--- config.mk ---
export PLATFORM = sky130hd
export DESIGN_NAME = rivm_vector_map
export DESIGN_NICKNAME = d
export VERILOG_FILES = /design/src/rivm_pkg.sv /design/src/rivm_vector_map.sv /design/src/rivm_req_pick.sv
export SDC_FILE = /design/constraint.sdc
export NUM_CORES = 1
export LEC_CHECK = 0
export BUFFER_PORTS_ARGS = -buffer_cell sky130_fd_sc_hd__buf_2
export CAP_MARGIN = 10
export CORE_ASPECT_RATIO = 1.2
export CORE_MARGIN = 2
export CORE_UTILIZATION = 55
export CTS_BUF_LIST = sky130_fd_sc_hd__clkbuf_4 sky130_fd_sc_hd__clkbuf_8
export DETAILED_ROUTE_END_ITERATION = 8
export PLACE_DENSITY = 0.86
export SLEW_MARGIN = 5
export SYNTH_ARGS = -nofsm -noshare
export SYNTH_HDL_FRONTEND = slang
export SYNTH_HIERARCHICAL = 1
export SYNTH_SLANG_ARGS = --single-unit
--- constraint.sdc ---
create_clock -name i_clk -period 3.4 [get_ports i_clk]
set_input_delay 0.17 -clock i_clk [delete_from_list [all_inputs] [get_ports i_clk]]
set_output_delay 0.17 -clock i_clk [all_outputs]
set_load 0.01 [all_outputs]
--- src/rivm_pkg.sv ---
// Constants and types shared by the reset and interrupt vector map
package rivm_pkg;

   // ---------------------------------------------------------------
   // Address space
   // ---------------------------------------------------------------
   localparam int          ADDR_W         = 13;      // Word address width
   localparam int          NUM_IRQ        = 25;      // Interrupt sources
   localparam int          IDX_W          = 5;       // Source index width
   localparam logic [12:0] APP_RESET_ADDR = 13'h0000;
   localparam logic [12:0] APP_TABLE_BASE = 13'h0002;
   localparam logic [12:0] BOOT_RESET_DFL = 13'h1C00; // 2 Kbyte boot area
   localparam logic [12:0] BOOT_LAST_VEC  = 13'h1C32;
   localparam logic        FUSE_PROGRAMMED = 1'b0;   // 0 = programmed

   // ---------------------------------------------------------------
   // Vector numbers
   // ---------------------------------------------------------------
   localparam logic [4:0]  VEC_NUM_RESET  = 5'h01;
   localparam logic [4:0]  VEC_NUM_FIRST  = 5'h02;   // Source index 0

   // ---------------------------------------------------------------
   // Source indices, table order
   // ---------------------------------------------------------------
   localparam logic [4:0]  IDX_EXT_REQ_ZERO   = 5'h00;
   localparam logic [4:0]  IDX_EXT_REQ_ONE    = 5'h01;
   localparam logic [4:0]  IDX_PIN_CHG_ZERO   = 5'h02;
   localparam logic [4:0]  IDX_PIN_CHG_ONE    = 5'h03;
   localparam logic [4:0]  IDX_PIN_CHG_TWO    = 5'h04;
   localparam logic [4:0]  IDX_WATCHDOG       = 5'h05;
   localparam logic [4:0]  IDX_T2_CMP_A       = 5'h06;
   localparam logic [4:0]  IDX_T2_CMP_B       = 5'h07;
   localparam logic [4:0]  IDX_T2_OVF         = 5'h08;
   localparam logic [4:0]  IDX_T1_CAPTURE     = 5'h09;
   localparam logic [4:0]  IDX_T1_CMP_A       = 5'h0A;
   localparam logic [4:0]  IDX_T1_CMP_B       = 5'h0B;
   localparam logic [4:0]  IDX_T1_OVF         = 5'h0C;
   localparam logic [4:0]  IDX_T0_CMP_A       = 5'h0D;
   localparam logic [4:0]  IDX_T0_CMP_B       = 5'h0E;
   localparam logic [4:0]  IDX_T0_OVF         = 5'h0F;
   localparam logic [4:0]  IDX_SPI_DONE       = 5'h10;
   localparam logic [4:0]  IDX_SER_RX_DONE    = 5'h11;
   localparam logic [4:0]  IDX_SER_TX_EMPTY   = 5'h12;
   localparam logic [4:0]  IDX_SER_TX_DONE    = 5'h13;
   localparam logic [4:0]  IDX_CONV_DONE      = 5'h14;
   localparam logic [4:0]  IDX_NV_READY       = 5'h15;
   localparam logic [4:0]  IDX_ANALOG_CMP     = 5'h16;
   localparam logic [4:0]  IDX_TWO_WIRE       = 5'h17;
   localparam logic [4:0]  IDX_PROG_STORE_RDY = 5'h18;

   // ---------------------------------------------------------------
   // Sequencer states
   // ---------------------------------------------------------------
   typedef enum logic [1:0]
   {
      RIVM_ST_CAPTURE = 2'b00,
      RIVM_ST_ISSUE   = 2'b01,
      RIVM_ST_RUN     = 2'b10
   } rivm_state_t;

endpackage

--- src/rivm_vector_map.sv ---
// Reset and interrupt vector address generator for the core fetch unit
//
// Operation
// - Every system reset cause fetches vector 1, default word zero.
// - Requests 0x0002/0x0004, pin change 0x0006-0x000A, watchdog 0x000C.
// - Timer 2 compare A, compare B, overflow at 0x000E to 0x0012.
// - Timer 1 capture, compare A, compare B, overflow at 0x0014-0x001A.
// - Timer 0 compare A, compare B, overflow at 0x001C to 0x0020.
// - SPI done 0x0022; serial receive, empty, transmit 0x0024-0x0028.
// - Converter, nonvolatile, comparator, two-wire, store at 0x002A-0x0032.
// - Programmed boot fuse starts execution at the boot reset address.
// - Table select set adds the boot section start to each address.
// - Table starts at 0x002, or boot reset address plus 0x0002.
// - Fuse value 1 means word zero, value 0 means boot address.
// - Reset location and table location are chosen independently.
// - With 2 Kbyte boot area the programmed reset address is 0x1C00.
// - With 2 Kbyte boot area and table select, vectors span 0x1C02-0x1C32.
`timescale 1ns/10ps
module rivm_vector_map
   import rivm_pkg::*;
(
   // Clock and reset
   input  wire logic               i_clk,
   input  wire logic               i_rst_n,
   // Configuration
   input  wire logic               i_boot_reset_select_fuse,
   input  wire logic               i_vector_table_select_bit,
   input  wire logic [ADDR_W-1:0]  i_boot_reset_addr,
   // Reset causes: pin, power-on, brown-out, watchdog
   input  wire logic [3:0]         i_reset_cause,
   // Peripheral requests and core dispatch request
   input  wire logic [NUM_IRQ-1:0] i_irq_req,
   input  wire logic               i_dispatch_req,
   // Fetch address to the core
   output logic                    o_fetch_valid,
   output logic [ADDR_W-1:0]       o_fetch_addr,
   output logic [4:0]              o_vec_num,
   output logic                    o_is_reset
);

   // ---------------------------------------------------------------
   // Address functions
   // ---------------------------------------------------------------

   // Reset address from the fuse; never looks at the table select
   function automatic logic [ADDR_W-1:0] reset_addr_f
   (
      input logic              fuse,
      input logic [ADDR_W-1:0] boot
   );
      reset_addr_f = (fuse == FUSE_PROGRAMMED) ? boot
                                               : APP_RESET_ADDR;
   endfunction

   // Table base plus a two-word slot per source index
   function automatic logic [ADDR_W-1:0] vec_addr_f
   (
      input logic [IDX_W-1:0]  idx,
      input logic              sel,
      input logic [ADDR_W-1:0] boot
   );
      logic [ADDR_W-1:0] base;
      base = sel ? (boot + APP_TABLE_BASE) : APP_TABLE_BASE;
      vec_addr_f = base + {7'h00, idx, 1'b0};
   endfunction

   // ---------------------------------------------------------------
   // Request selection
   // ---------------------------------------------------------------
   logic             pick_any;
   logic [IDX_W-1:0] pick_idx;

   // Priority is the core's concern; lowest index is a fixed fallback
   rivm_req_pick u_pick
   (
      .i_req   (i_irq_req),
      .o_any   (pick_any),
      .o_index (pick_idx)
   );

   // ---------------------------------------------------------------
   // Sequencer
   // ---------------------------------------------------------------
   rivm_state_t       state_r,       state_nxt;
   logic              fuse_r,        fuse_nxt;
   logic [ADDR_W-1:0] boot_r,        boot_nxt;
   logic              fetch_valid_r, fetch_valid_nxt;
   logic [ADDR_W-1:0] fetch_addr_r,  fetch_addr_nxt;
   logic [4:0]        vec_num_r,     vec_num_nxt;
   logic              is_reset_r,    is_reset_nxt;
   logic              any_cause;

   // Causes count only in RUN; one during the sequence is absorbed
   assign any_cause = |i_reset_cause;

   // Next values; a reset cause outranks a dispatch in the same cycle
   always_comb
   begin
      state_nxt       = state_r;
      fuse_nxt        = fuse_r;
      boot_nxt        = boot_r;
      fetch_valid_nxt = 1'b0;
      fetch_addr_nxt  = fetch_addr_r;
      vec_num_nxt     = vec_num_r;
      is_reset_nxt    = is_reset_r;
      unique case (state_r)
         RIVM_ST_CAPTURE:
         begin
            // Straps are caught after reset release, not under it
            fuse_nxt  = i_boot_reset_select_fuse;
            boot_nxt  = i_boot_reset_addr;
            state_nxt = RIVM_ST_ISSUE;
         end
         RIVM_ST_ISSUE:
         begin
            fetch_valid_nxt = 1'b1;
            fetch_addr_nxt  = reset_addr_f(fuse_r, boot_r);
            vec_num_nxt     = VEC_NUM_RESET;
            is_reset_nxt    = 1'b1;
            state_nxt       = RIVM_ST_RUN;
         end
         RIVM_ST_RUN:
         begin
            if (any_cause)
            begin
               state_nxt = RIVM_ST_CAPTURE;
            end
            else if (i_dispatch_req && pick_any)
            begin
               // Table select is live so software may move the table
               fetch_valid_nxt = 1'b1;
               fetch_addr_nxt  = vec_addr_f(pick_idx,
                                            i_vector_table_select_bit,
                                            boot_r);
               vec_num_nxt     = VEC_NUM_FIRST + pick_idx;
               is_reset_nxt    = 1'b0;
            end
         end
         default:
         begin
            state_nxt = RIVM_ST_CAPTURE;
         end
      endcase
   end

   // State registers
   always_ff @(posedge i_clk or negedge i_rst_n)
   begin
      if (!i_rst_n)
      begin
         state_r       <= RIVM_ST_CAPTURE;
         fuse_r        <= 1'b1;
         boot_r        <= BOOT_RESET_DFL;
         fetch_valid_r <= 1'b0;
         fetch_addr_r  <= APP_RESET_ADDR;
         vec_num_r     <= VEC_NUM_RESET;
         is_reset_r    <= 1'b1;
      end
      else
      begin
         state_r       <= state_nxt;
         fuse_r        <= fuse_nxt;
         boot_r        <= boot_nxt;
         fetch_valid_r <= fetch_valid_nxt;
         fetch_addr_r  <= fetch_addr_nxt;
         vec_num_r     <= vec_num_nxt;
         is_reset_r    <= is_reset_nxt;
      end
   end

   // Outputs straight from flops
   assign o_fetch_valid = fetch_valid_r;
   assign o_fetch_addr  = fetch_addr_r;
   assign o_vec_num     = vec_num_r;
   assign o_is_reset    = is_reset_r;

   // ---------------------------------------------------------------
   // Checks
   // ---------------------------------------------------------------

   // Any reset cause seen in RUN leads to the reset fetch three cycles later
   a_cause_to_reset: assert property (
      @(posedge i_clk) disable iff (!i_rst_n)
      (state_r == RIVM_ST_RUN && any_cause)
      |-> ##3 (fetch_valid_r && is_reset_r && vec_num_r == VEC_NUM_RESET))
      else $error("reset cause did not yield reset fetch");

   // Reset fetch address follows the captured fuse only
   a_reset_addr_sel: assert property (
      @(posedge i_clk) disable iff (!i_rst_n)
      (fetch_valid_r && is_reset_r)
      |-> (fetch_addr_r == ((fuse_r == 1'b0) ? boot_r : 13'h0000)))
      else $error("reset fetch address wrong for fuse");

   // Fuse value 1 always gives word zero on reset
   a_fuse_unprog: assert property (
      @(posedge i_clk) disable iff (!i_rst_n)
      (fetch_valid_r && is_reset_r && fuse_r)
      |-> (fetch_addr_r == 13'h0000))
      else $error("unprogrammed fuse not at word zero");

   // Programmed fuse with 2 Kbyte boot area resets at 0x1C00
   a_boot_reset_2k: assert property (
      @(posedge i_clk) disable iff (!i_rst_n)
      (fetch_valid_r && is_reset_r && !fuse_r && boot_r == 13'h1C00)
      |-> (fetch_addr_r == 13'h1C00))
      else $error("boot reset address not 0x1C00");

   // Application table: vector number n sits at word 2*(n-1)
   a_app_table_slot: assert property (
      @(posedge i_clk) disable iff (!i_rst_n)
      (fetch_valid_r && !is_reset_r && !$past(i_vector_table_select_bit))
      |-> (fetch_addr_r == {7'h00, vec_num_r - 5'h01, 1'b0}))
      else $error("vector not at its application table slot");

   // Dispatch answers next cycle with lowest pending source
   a_dispatch_addr: assert property (
      @(posedge i_clk) disable iff (!i_rst_n)
      (state_r == RIVM_ST_RUN && !any_cause && i_dispatch_req && pick_any)
      |=> (fetch_valid_r && !is_reset_r
           && vec_num_r == $past(pick_idx) + 5'h02
           && fetch_addr_r == ($past(i_vector_table_select_bit) ? boot_r
                                                                : 13'h0000)
                              + 13'h0002 + {7'h00, $past(pick_idx), 1'b0}))
      else $error("dispatch address or timing wrong");

   // Moved table: address is boot start plus default address
   a_moved_table: assert property (
      @(posedge i_clk) disable iff (!i_rst_n)
      (fetch_valid_r && !is_reset_r && $past(i_vector_table_select_bit))
      |-> (fetch_addr_r == boot_r + {7'h00, vec_num_r - 5'h01, 1'b0}))
      else $error("moved vector not offset by boot start");

   // 2 Kbyte boot area with moved table spans 0x1C02 to 0x1C32
   a_boot_span_2k: assert property (
      @(posedge i_clk) disable iff (!i_rst_n)
      (fetch_valid_r && !is_reset_r && boot_r == 13'h1C00
       && $past(i_vector_table_select_bit))
      |-> (fetch_addr_r >= 13'h1C02 && fetch_addr_r <= BOOT_LAST_VEC))
      else $error("moved vector outside boot span");

   // The strap is sampled only in the capture state
   a_boot_captured: assert property (
      @(posedge i_clk) disable iff (!i_rst_n)
      (state_r == RIVM_ST_CAPTURE)
      |=> (boot_r == $past(i_boot_reset_addr)
           && fuse_r == $past(i_boot_reset_select_fuse)))
      else $error("boot configuration not captured");

   // No dispatch without a pending request
   a_no_idle_fetch: assert property (
      @(posedge i_clk) disable iff (!i_rst_n)
      (state_r == RIVM_ST_RUN && !pick_any) |=> !fetch_valid_r)
      else $error("fetch issued with no pending request");

   // The chosen source is pending and nothing below it is
   a_lowest_pending: assert property (
      @(posedge i_clk) disable iff (!i_rst_n)
      (state_r == RIVM_ST_RUN && !any_cause && i_dispatch_req && pick_any)
      |=> ((($past(i_irq_req) >> (vec_num_r - 5'h02)) & 25'h0000001)
             != 25'h0000000
           && ($past(i_irq_req)
               & ((25'h0000001 << (vec_num_r - 5'h02)) - 25'h0000001))
              == 25'h0000000))
      else $error("dispatched source is not the lowest pending one");

   // Capture always hands over to the issue state on the next edge
   a_capture_issue: assert property (
      @(posedge i_clk) disable iff (!i_rst_n)
      (state_r == RIVM_ST_CAPTURE) |=> (state_r == RIVM_ST_ISSUE))
      else $error("capture state did not move on to issue");

   // Issue state always raises the reset vector fetch
   a_issue_fetch: assert property (
      @(posedge i_clk) disable iff (!i_rst_n)
      (state_r == RIVM_ST_ISSUE)
      |=> (fetch_valid_r && is_reset_r && vec_num_r == VEC_NUM_RESET
           && state_r == RIVM_ST_RUN))
      else $error("issue state gave no reset fetch");

   // A reset cause wins over a dispatch in the same cycle
   a_cause_first: assert property (
      @(posedge i_clk) disable iff (!i_rst_n)
      (state_r == RIVM_ST_RUN && any_cause)
      |=> (!fetch_valid_r && state_r == RIVM_ST_CAPTURE))
      else $error("dispatch answered despite a reset cause");

   // No interrupt vector leaves while a reset is under way
   a_no_early_vector: assert property (
      @(posedge i_clk) disable iff (!i_rst_n)
      (state_r != RIVM_ST_RUN) |=> !(fetch_valid_r && !is_reset_r))
      else $error("vector fetched during reset sequence");

   // The unused state code is never reached
   a_state_legal: assert property (
      @(posedge i_clk) disable iff (!i_rst_n)
      (state_r == RIVM_ST_CAPTURE || state_r == RIVM_ST_ISSUE
       || state_r == RIVM_ST_RUN))
      else $error("sequencer state code illegal");

endmodule

--- src/rivm_req_pick.sv ---
// Picks the lowest numbered pending interrupt request
`timescale 1ns/10ps
module rivm_req_pick
   import rivm_pkg::*;
(
   // Requests
   input  wire logic [NUM_IRQ-1:0] i_req,
   // Result
   output logic                    o_any,
   output logic [IDX_W-1:0]        o_index
);

   // Scan downward so the lowest set bit is written last and wins
   always_comb
   begin
      o_any   = 1'b0;
      o_index = 5'h00;
      for (int k = NUM_IRQ - 1; k >= 0; k--)
      begin
         if (i_req[k])
         begin
            o_any   = 1'b1;
            o_index = IDX_W'(k);
         end
      end
   end

endmodule

# Word-level counts from Yosys, hierarchy flattened
# Cells that the tools add are included.
totals:
  reg_bits: 36
  inputBits: 47
  out_inout_bits: 20
  word_cells: 86
op_classes:
  n_addsub: 3
  eq_ne: 5
  muxes: 66
  n_reduce_logical: 5
ops:
  columns: ["operator", "n"]
  rows:
  - ["5-bit two-way mux", 27]
  - ["13-bit two-way mux", 4]
  - ["1-bit two-way mux", 29]
  - ["13-bit one-hot mux with 2 select lines", 1]
  - ["13-bit by 2-bit adder with 13-bit output, second input constant", 1]
  - ["13-bit by 6-bit adder with 13-bit output", 1]
  - ["5-bit one-hot mux with 2 select lines", 1]
  - ["2-bit inequality test, second input constant", 3]
  - ["2-bit one-hot mux with 3 select lines", 1]
  - ["2-bit by 5-bit adder with 5-bit output, first input constant", 1]
  - ["1-bit one-hot mux with 2 select lines", 2]
  - ["4-bit OR reduction", 1]
  - ["3-bit AND reduction", 1]
  - ["2-bit by 1-bit == test with 1-bit output, second input constant", 1]
  - ["2-bit == test, second input constant", 1]
  - ["2-bit logical NOT", 1]
  - ["2-bit two-way mux", 1]
  - ["2-bit nonzero test", 1]
  - ["1-bit logical AND", 1]

# Logic depth before layout (Yosys ltp)
# Gate-level depths: netlist of the first run.
logic_depth:
  depth_word: 29
  ltp_mapped: 12
  mapped_depth_nobuf: 12

# By module
# Netlist of the first run, hierarchy kept.
by_module_without_submodules:
  columns: ["module", "n_inst", "cells_each", "area_per_inst_um2", "seq_area_each_um2"]
  rows:
  - ["rivm_vector_map", 1, 246, 2259.7, 908.4]
  - ["rivm_req_pick", 1, 49, 295.3, 0.0]

# Worst setup path after synthesis of the first run
# OpenSTA, ideal clock, no wires.
synth_timing:
  path_type: "input-to-reg"
  from: "input i_irq_req[13]"
  to: "register fetch_addr_r[8] (netlist: o_fetch_addr[8])"
  setup_ns: 0.150
  arrival_time_ns: 2.818
  required_time_ns: 3.250
  path_slack_ns: 0.432
  stages: 11
  n_path_buf: 0
  cell_sequence: "nor4_2 o21ai_1 o311a_1 a2111oi_1 ha_1 a21o_1 nand4_1 a211oi_2 mux2_2 o211ai_1 a31oi_1"
synth_between:
  elab_chain_len: 18
  word_cells_on_any_way: 35
  cone_classes: "1 x add/sub; 1 x eq/ne; 31 x mux; 2 x reduce/logical"
synth_rtl:
  columns: ["item", "line", "text"]
  rows:
  - ["start, declared", "rivm_vector_map.sv:32", "input wire logic [NUM_IRQ-1:0] i_irq_req,"]
  - ["5-bit two-way mux (14 in a row)", "rivm_req_pick.sv:20", "if (i_req[k])"]
  - ["named net pick_idx[1]", "rivm_vector_map.sv:71", "logic [IDX_W-1:0] pick_idx;"]
  - ["13-bit by 6-bit adder with 13-bit output", "rivm_vector_map.sv:64", "vec_addr_f = base + {7'h00, idx, 1'b0};"]
  - ["13-bit two-way mux", "rivm_vector_map.sv:128", "else if (i_dispatch_req && pick_any)"]
  - ["13-bit two-way mux", "rivm_vector_map.sv:124", "if (any_cause)"]
  - ["13-bit one-hot mux with 2 select lines", "rivm_vector_map.sv:106", "unique case (state_r)"]
  - ["end signal, assigned", "rivm_vector_map.sv:165", "fetch_addr_r <= fetch_addr_nxt;"]
  - ["end, declared", "rivm_vector_map.sv:88", "logic [ADDR_W-1:0] fetch_addr_r, fetch_addr_nxt;"]
# The timed path passes the listed nets, and every way through them passes these cells. The select of a mux whose other input is x is not followed.
# A chain may end at the register's enable or synchronous reset.

# Worst setup path in the final report of the first run
layout_timing:
  from: "register boot_r[1]"
  to: "register fetch_addr_r[12] (netlist: o_fetch_addr[12])"
layout_between:
  elab_chain_len: 6
layout_rtl:
  columns: ["item", "line", "text"]
  rows:
  - ["start, declared", "rivm_vector_map.sv:86", "logic [ADDR_W-1:0] boot_r, boot_nxt;"]
  - ["start signal, assigned", "rivm_vector_map.sv:163", "boot_r <= boot_nxt;"]
  - ["13-bit by 2-bit adder with 13-bit output", "rivm_vector_map.sv:63", "base = sel ? (boot + APP_TABLE_BASE) : APP_TABLE_BASE;"]
  - ["13-bit two-way mux", "rivm_vector_map.sv:63", null]
  - ["13-bit by 6-bit adder with 13-bit output", "rivm_vector_map.sv:64", null]
  - ["13-bit two-way mux", "rivm_vector_map.sv:128", null]
  - ["13-bit two-way mux", "rivm_vector_map.sv:124", null]
  - ["13-bit one-hot mux with 2 select lines", "rivm_vector_map.sv:106", null]
# No other way between the ends. The select of a mux whose other input is x is not followed.

==> flow_metrics.tcl, run 1 <==
set metrics [dict create \
    status "completed" \
    avgRoutedWirePerCell_um 14.54 \
    avgViaCountPerCell 5.883 \
    n_antenna_cell 0 \
    r2r_end "o_fetch_addr[12]" \
    drive_gt1_share_pct 29.17 \
    timing.hold.ws_ns 0.08467 \
    power_uw 2224 \
    finalHoldViolCount 0 \
    reg2reg_setup_slack_ns 0.70 \
    synth_edf_count 0 \
    postSynthCellCount 295 \
    portBuffers 66 \
    rsz0062_at_grt "false" \
    worst_pin_slew_ns 0.7744 \
    place_ws_ns 0.5128 \
    clock_path_buffers 2 \
    start_util_pct 56.44 \
    drtIter0Drc 131 \
    cts-root-buf "clkbuf_8" \
    setup_tns_ns 0 \
    antenna_found_initial 0 \
    die_area_um2 5209 \
    overflow 0 \
    ctsResizeCount 0 \
    synth_top_area_share_pct 29.38 \
    grt_pass1_wl_mm 10.29 \
    routabilityCongestion 0.8563 \
    synth.area.top_cells "dfrtp_1, dfstp_2, mux2_2" \
    endpoint_kind "register" \
    path_clk_slew_ns 0.08 \
    die_w_um 66.22 \
    setup_viol 0 \
    rr_worst_depth 10 \
    dpl.hpwl_mm 4.605 \
    synth_fp_nets 354 \
    syn_area_um2 2555 \
    p_switching_uw 966.1 \
    clk_latency_ns 0.30 \
    p_int_uw 1258 \
    reg2reg_from "boot_r[1]" \
    worstSetupPathType "reg2reg" \
    pwr-share-comb_pct 48.7 \
    finalCriticalPeriod_ns 2.697 \
    drt-pass1-iter-count 5 \
    yosysWarnings 6 \
    finalCritPeriodShare_pct 79.33 \
    hold_class "in2reg" \
    io_pins 67 \
    grt_pass1_vias 2277 \
    drv_cap 0 \
    tritoncts "done" \
    design.core.area_um2 4527 \
    yosys.cell_types.count 55 \
    cts_buffers 5 \
    fin_cells 418 \
    syn_to_final_growth_pct 18.76 \
    fin_nets 418 \
    netSwitchingFraction_pct 43.43 \
    p_per_area_nw_per_um2 733.1 \
    cp-start-kind "register" \
    synth_top_flop_cell "dfrtp_1" \
    htreeDepth 2 \
    synth-seq-area-share_pct 35.55 \
    crit_path_start "boot_r[1]" \
    wl_mm 6.077 \
    max_freq_ghz 0.3708 \
    dp.cells 409 \
    fp.dieH_um 78.66 \
    numClockSinks 36 \
    slew-limit-headroom_pct 48.37 \
    grt.total_usage_pct 25.17 \
    async_flop_share_pct 100.0 \
    sequentialPowerShare_pct 37.4 \
    grt_max_degree 37 \
    vias 2459 \
    fp-row-count 27 \
    cp.required_ns 3.59 \
    ys_ff_latch 36 \
    cp_max_fo 6 \
    power_frac_clock_pct 13.9 \
    synth_largest_area_cell "dfrtp_1" \
    remaining_drc_errors 0 \
    synth_area_per_cell_um2 8.661 \
    setup_ws_ns 0.7029 \
    crit_end "o_fetch_addr[12]" \
    leakagePower_uw 0.001401 \
    crit_arrival_ns 2.88 \
    ir_worst_vdd_mv 0.6371 \
    postRouteAntennaNets 0 \
    clock_skew_ns 0.01259 \
    final_max_slew_viol_count 0 \
]
## area by class of cell
class                           count  area (um^2)
Clock inverter                      2        12.51
Multi-Input combinational cell    234         1549
Timing Repair Buffer               72        377.9
Tap cell                           58        72.57
Inverter                           10        37.54
Fill cell                         383         1493
Clock buffer                        6        76.32
Sequential cell                    36        908.4
## power groups by stage
stage                     sequential, uW  clock, uW  combinational [uW]
after global placement               819          0                1040
final                                832        310                1080
after detailed placement             830          0                1080
after floorplan                      767          0                 817
after global routing                 857        331                1220
after CTS                            825        315                1080
## critical path, stage by stage, from the launching register on
cell and delay, ns:
dfrtp_1 0.45, ha_1 0.27, nand3_1 0.10, xor2_1 0.15, nor2_1 0.06, ha_1 0.37, nand4_1 0.16, a211oi_2 0.41
nand4_1 0.18, xnor2_1 0.16, a221oi_1 0.26
## metrics by stage
| step | utilization (%) | instance area [um^2] |
|---|---|---|
| final | 67.03 | 3034 |
| after detailed placement | 64.84 | 2935 |
| after global routing | 67.03 | 3034 |
| after global placement | 64.84 | 2935 |
| after CTS | 67.03 | 3034 |
| after floorplan | - | 2555 |
## layer usage
layer  vias up  global-route usage (%)  part of all wire, %
li1       1213                       -                    -
met5         -                       0                    0
met2        90                   43.00                   49
met3        13                   4.011                  6.1
met1      1143                   32.19                   43
met4         0                   7.959                  1.9
## logic make-up (layout without fill, tap and decap cells)
| family | count (synthesis) | in the layout | share of synthesized area, % |
|---|---|---|---|
| simple gates | 119 | 119 | 24.19 |
| compound gates | 75 | 75 | 19.25 |
| flops | 36 | 36 | 35.55 |
| buf+inv | 25 | 90 | 3.819 |
| mux | 15 | 15 | 6.562 |
| xor+xnor | 13 | 13 | 4.456 |
| fa+ha+maj | 12 | 12 | 6.170 |
## worst min-delay path by stage
stage                                         from               end  slack, ns  cells after the start
after floorplan                            i_rst_n         boot_r[0]      -0.13                      0
after global placement                     i_rst_n   o_fetch_addr[7]       0.30                      1
after detailed placement                   i_rst_n  o_fetch_addr[10]       0.30                      1
after CTS                    i_boot_reset_addr[11]        boot_r[11]       0.08                      3
after global routing      i_boot_reset_select_fuse            fuse_r       0.09                      3
final                        i_boot_reset_addr[11]        boot_r[11]       0.08                      3
## cells in the final DEF (no fill, tap or decap), types with 3 or more instances in the layout
cell type,n
mux2_2,14
buf_2,66
nor3b_1,8
a31oi_1,3
ha_1,11
nor2b_1,3
xnor2_1,6
and3_1,3
nor2_1,23
inv_1,9
o21ai_0,17
o21bai_1,3
o211ai_1,4
nand3_1,12
dfstp_2,6
a21o_1,5
dfrtp_1,30
buf_4,5
clkbuf_8,5
nand4_1,6
nor3_1,5
nor4_1,9
a21oi_1,21
nand2_1,33
xor2_1,7
and2_1,6
## repair_timing
action	in CTS	in global routing
setup buffers	0	0
hold buffers	1	0
endpoints found under the hold margin	30	0
## sequential cells by signal (all words and copies together) (netlist names)
signal	cells
fuse_r	1
o_fetch_valid	1
o_is_reset	1
state_r	2
o_vec_num	5
o_fetch_addr	13
boot_r	13
## Yosys cell counts (2+ instances only)
master / count
nand4_1: 6
nand2b_1: 2
xnor2_1: 6
a21oi_1: 21
o31ai_1: 2
dfstp_2: 6
o211ai_1: 4
nor3_1: 5
clkbuf_1: 11
nor2b_1: 3
nand2_1: 33
o21bai_1: 3
dfrtp_1: 30
xor2_1: 7
inv_1: 9
and3_1: 3
or4_1: 2
a21o_1: 5
mux2_2: 14
nor4_1: 9
nand3_1: 12
a221oi_1: 2
nor2_1: 23
o21ai_0: 17
a31oi_1: 3
and2_1: 6
buf_2: 3
nor4b_1: 2
o21ai_1: 2
nor3b_1: 8
ha_1: 11
a22o_1: 2
No activity file was read; power rests on OpenSTA's default activity.
==> run 2: changes to the inputs <==
clock period = 2.78 ns   (was 3.4 ns; I/O delays follow)
==> run 2 against run 1 <==
Effect of this change: design area is 2.1% higher; sequential power up 21%; non-clock buffer count rose by 7; count of clock-buffer cells in the layout is the same; first-iteration DRC count up 0.76%; hold slack lost 0.023 ns; die area did not move; combinational power rose by 26%; critical path depth rose by 2; worst setup slack lost 0.48 ns; critical endpoint unchanged; highest routed layer unchanged.
==> flow_metrics.tcl, run 2 (synthesis results as in run 1) <==
set metrics [dict create \
    grt.total_usage_pct 25.09 \
    cp.required_ns 2.97 \
    postRouteAntennaNets 0 \
    remaining_drc_errors 0 \
    antenna_found_initial 0 \
    design.core.area_um2 4527 \
    avgViaCountPerCell 5.774 \
    start_util_pct 56.44 \
    path_clk_slew_ns 0.08 \
    htreeDepth 2 \
    slew-limit-headroom_pct 48.57 \
    reg2reg_setup_slack_ns 0.22 \
    crit_buf_inv 2 \
    setup_viol 0 \
    cp-start-kind "register" \
    hold_class "in2reg" \
    drive_gt1_share_pct 31.06 \
    drt-pass1-iter-count 4 \
    fin_cells 425 \
    place_area_um2 2985 \
    most-common-layout-cells "buf_2, nand2_1, dfrtp_1, nor2_1, a21oi_1" \
    vias 2454 \
    min_path_cells 3 \
    portBuffers 66 \
    routabilityCongestion 0.8614 \
    cpMaxStageDelayCell "dfrtp_1" \
    final_max_slew_viol_count 0 \
    finalHoldViolCount 0 \
    grt_max_degree 37 \
    clock_path_buffers 2 \
    avgRoutedWirePerCell_um 14.48 \
    clk_latency_ns 0.29 \
    drv_cap 0 \
    fin_area_um2 3097 \
    cts-root-buf "clkbuf_8" \
    worstSetupPathType "reg2reg" \
    ir_worst_vdd_mv 0.6574 \
    dp.cells 415 \
    leakagePower_uw 0.001438 \
    max_freq_ghz 0.3904 \
    critPathMaxStageDelay_ns 0.44 \
    drtIter0Drc 132 \
    wl_mm 6.155 \
    cp_max_fo 5 \
    clock_skew_ns 0.004423 \
    die_w_um 66.22 \
    endpoint_kind "register" \
    final_core_util_pct 68.41 \
    syn_to_final_growth_pct 21.20 \
    r2r_end "o_fetch_addr[12]" \
    finalCriticalPeriod_ns 2.562 \
    rr_worst_depth 12 \
    min_to "fuse_r" \
    fp.dieH_um 78.66 \
    path_cells "and2_1 -> nand2_1 -> xor2_1 -> nor2_1 -> ha_1 -> buf_4 -> nand4_1 -> a211oi_2 -> buf_4 -> nand4_1 -> xnor2_1 -> a221oi_1" \
    cp_top_family "simple AND/OR/NAND/NOR gates" \
    rsz0062_at_grt "false" \
    grt_pass1_vias 2328 \
    status "completed" \
    die_area_um2 5209 \
    io_pins 67 \
    grt_pass1_wl_mm 10.32 \
    overflow 0 \
    crit_arrival_ns 2.76 \
    dpl.hpwl_mm 4.706 \
    cts_buffers 5 \
    finalCritPeriodShare_pct 92.14 \
    tritoncts "done" \
    final_common_cell "buf_2" \
    n_antenna_cell 0 \
    numClockSinks 36 \
    reg2reg_from "boot_r[2]" \
    worst_pin_slew_ns 0.7715 \
    hp-start "i_boot_reset_select_fuse" \
    p_per_area_nw_per_um2 889.2 \
    fin_nets 425 \
    fp-row-count 27 \
]
-- run 2: changes by cell type in the layout (fill, tap and decap cells not counted) --
| cell | previous run | this run |
|---|---|---|
| buf_4 | 5 | 12 |
| a2111oi_1 | 1 | 0 |
| a2111oi_2 | 0 | 1 |
| clkinv_2 | 1 | 0 |
| clkinv_4 | 0 | 1 |
| dfrtp_1 | 30 | 29 |
| dfrtp_2 | 0 | 1 |
-- run 2: layout make-up --
type                    instances  area (um^2)
well taps                      58        72.57
fillers                       377         1430
inverters                      10        37.54
clock buffers                   6        76.32
repair buffers                 79        430.4
multi-input cells             234         1554
flip-flops and latches         36        909.6
clock inverters                 2        16.27
-- run 2: timing repair --
| item | CTS | global route |
|---|---|---|
| setup buffers | 0 | 1 |
| gates resized for setup | 0 | 1 |
| endpoints found under the hold margin | 30 | 0 |
| hold buffers | 1 | 0 |
| endpoints found under the setup margin | 0 | 1 |
-- run 2: worst max path at each step --
stage                              from                to  slack (ns)  cells past startpoint
after global placement    i_irq_req[13]  o_fetch_addr[11]        0.03                     13
after CTS                     boot_r[2]  o_fetch_addr[12]        0.20                     12
after detailed placement  i_irq_req[13]  o_fetch_addr[11]       -0.05                     13
after global routing      i_irq_req[13]  o_fetch_addr[11]       0.007                     13
final                         boot_r[2]  o_fetch_addr[12]        0.22                     12
after floorplan           i_irq_req[13]   o_fetch_addr[8]        0.09                     11
-- run 2: metrics by stage --
stage | setup TNS (ns) | hold WS, ns | setup slack (ns) | power [uW]
final | 0 | 0.06130 | 0.2185 | 2754
after detailed placement | -0.08474 | 0.2617 | -0.04739 | 2350
after CTS | 0 | 0.05720 | 0.2039 | 2745
after global placement | 0 | 0.2640 | 0.02688 | 2293
after floorplan | 0 | -0.1566 | 0.09363 | 1939
after global routing | 0 | 0.06618 | 0.006567 | 2984
-- run 2: power breakdown --
group	leakage [uW]	switching (uW)	internal [uW]
clock	0.0000448	197	188
sequential	0.000436	251	762
combinational	0.000957	745	610
-- run 2: routing by layer --
| metal | GRT usage, % | wire length, um |
|---|---|---|
| met5 | 0 | 0 |
| met4 | 7.755 | 95 |
| met3 | 4.011 | 332 |
| met2 | 43.00 | 3046 |
| met1 | 32.06 | 2680 |
-- run 2: worst register-to-register path, cell delays in order (launching register included) --
cell      delay, ns
dfrtp_1        0.44
and2_1         0.23
nand2_1        0.09
xor2_1         0.16
nor2_1         0.06
ha_1           0.30
buf_4          0.14
nand4_1        0.12
a211oi_2       0.25
buf_4          0.17
nand4_1        0.13
xnor2_1        0.16
a221oi_1       0.23
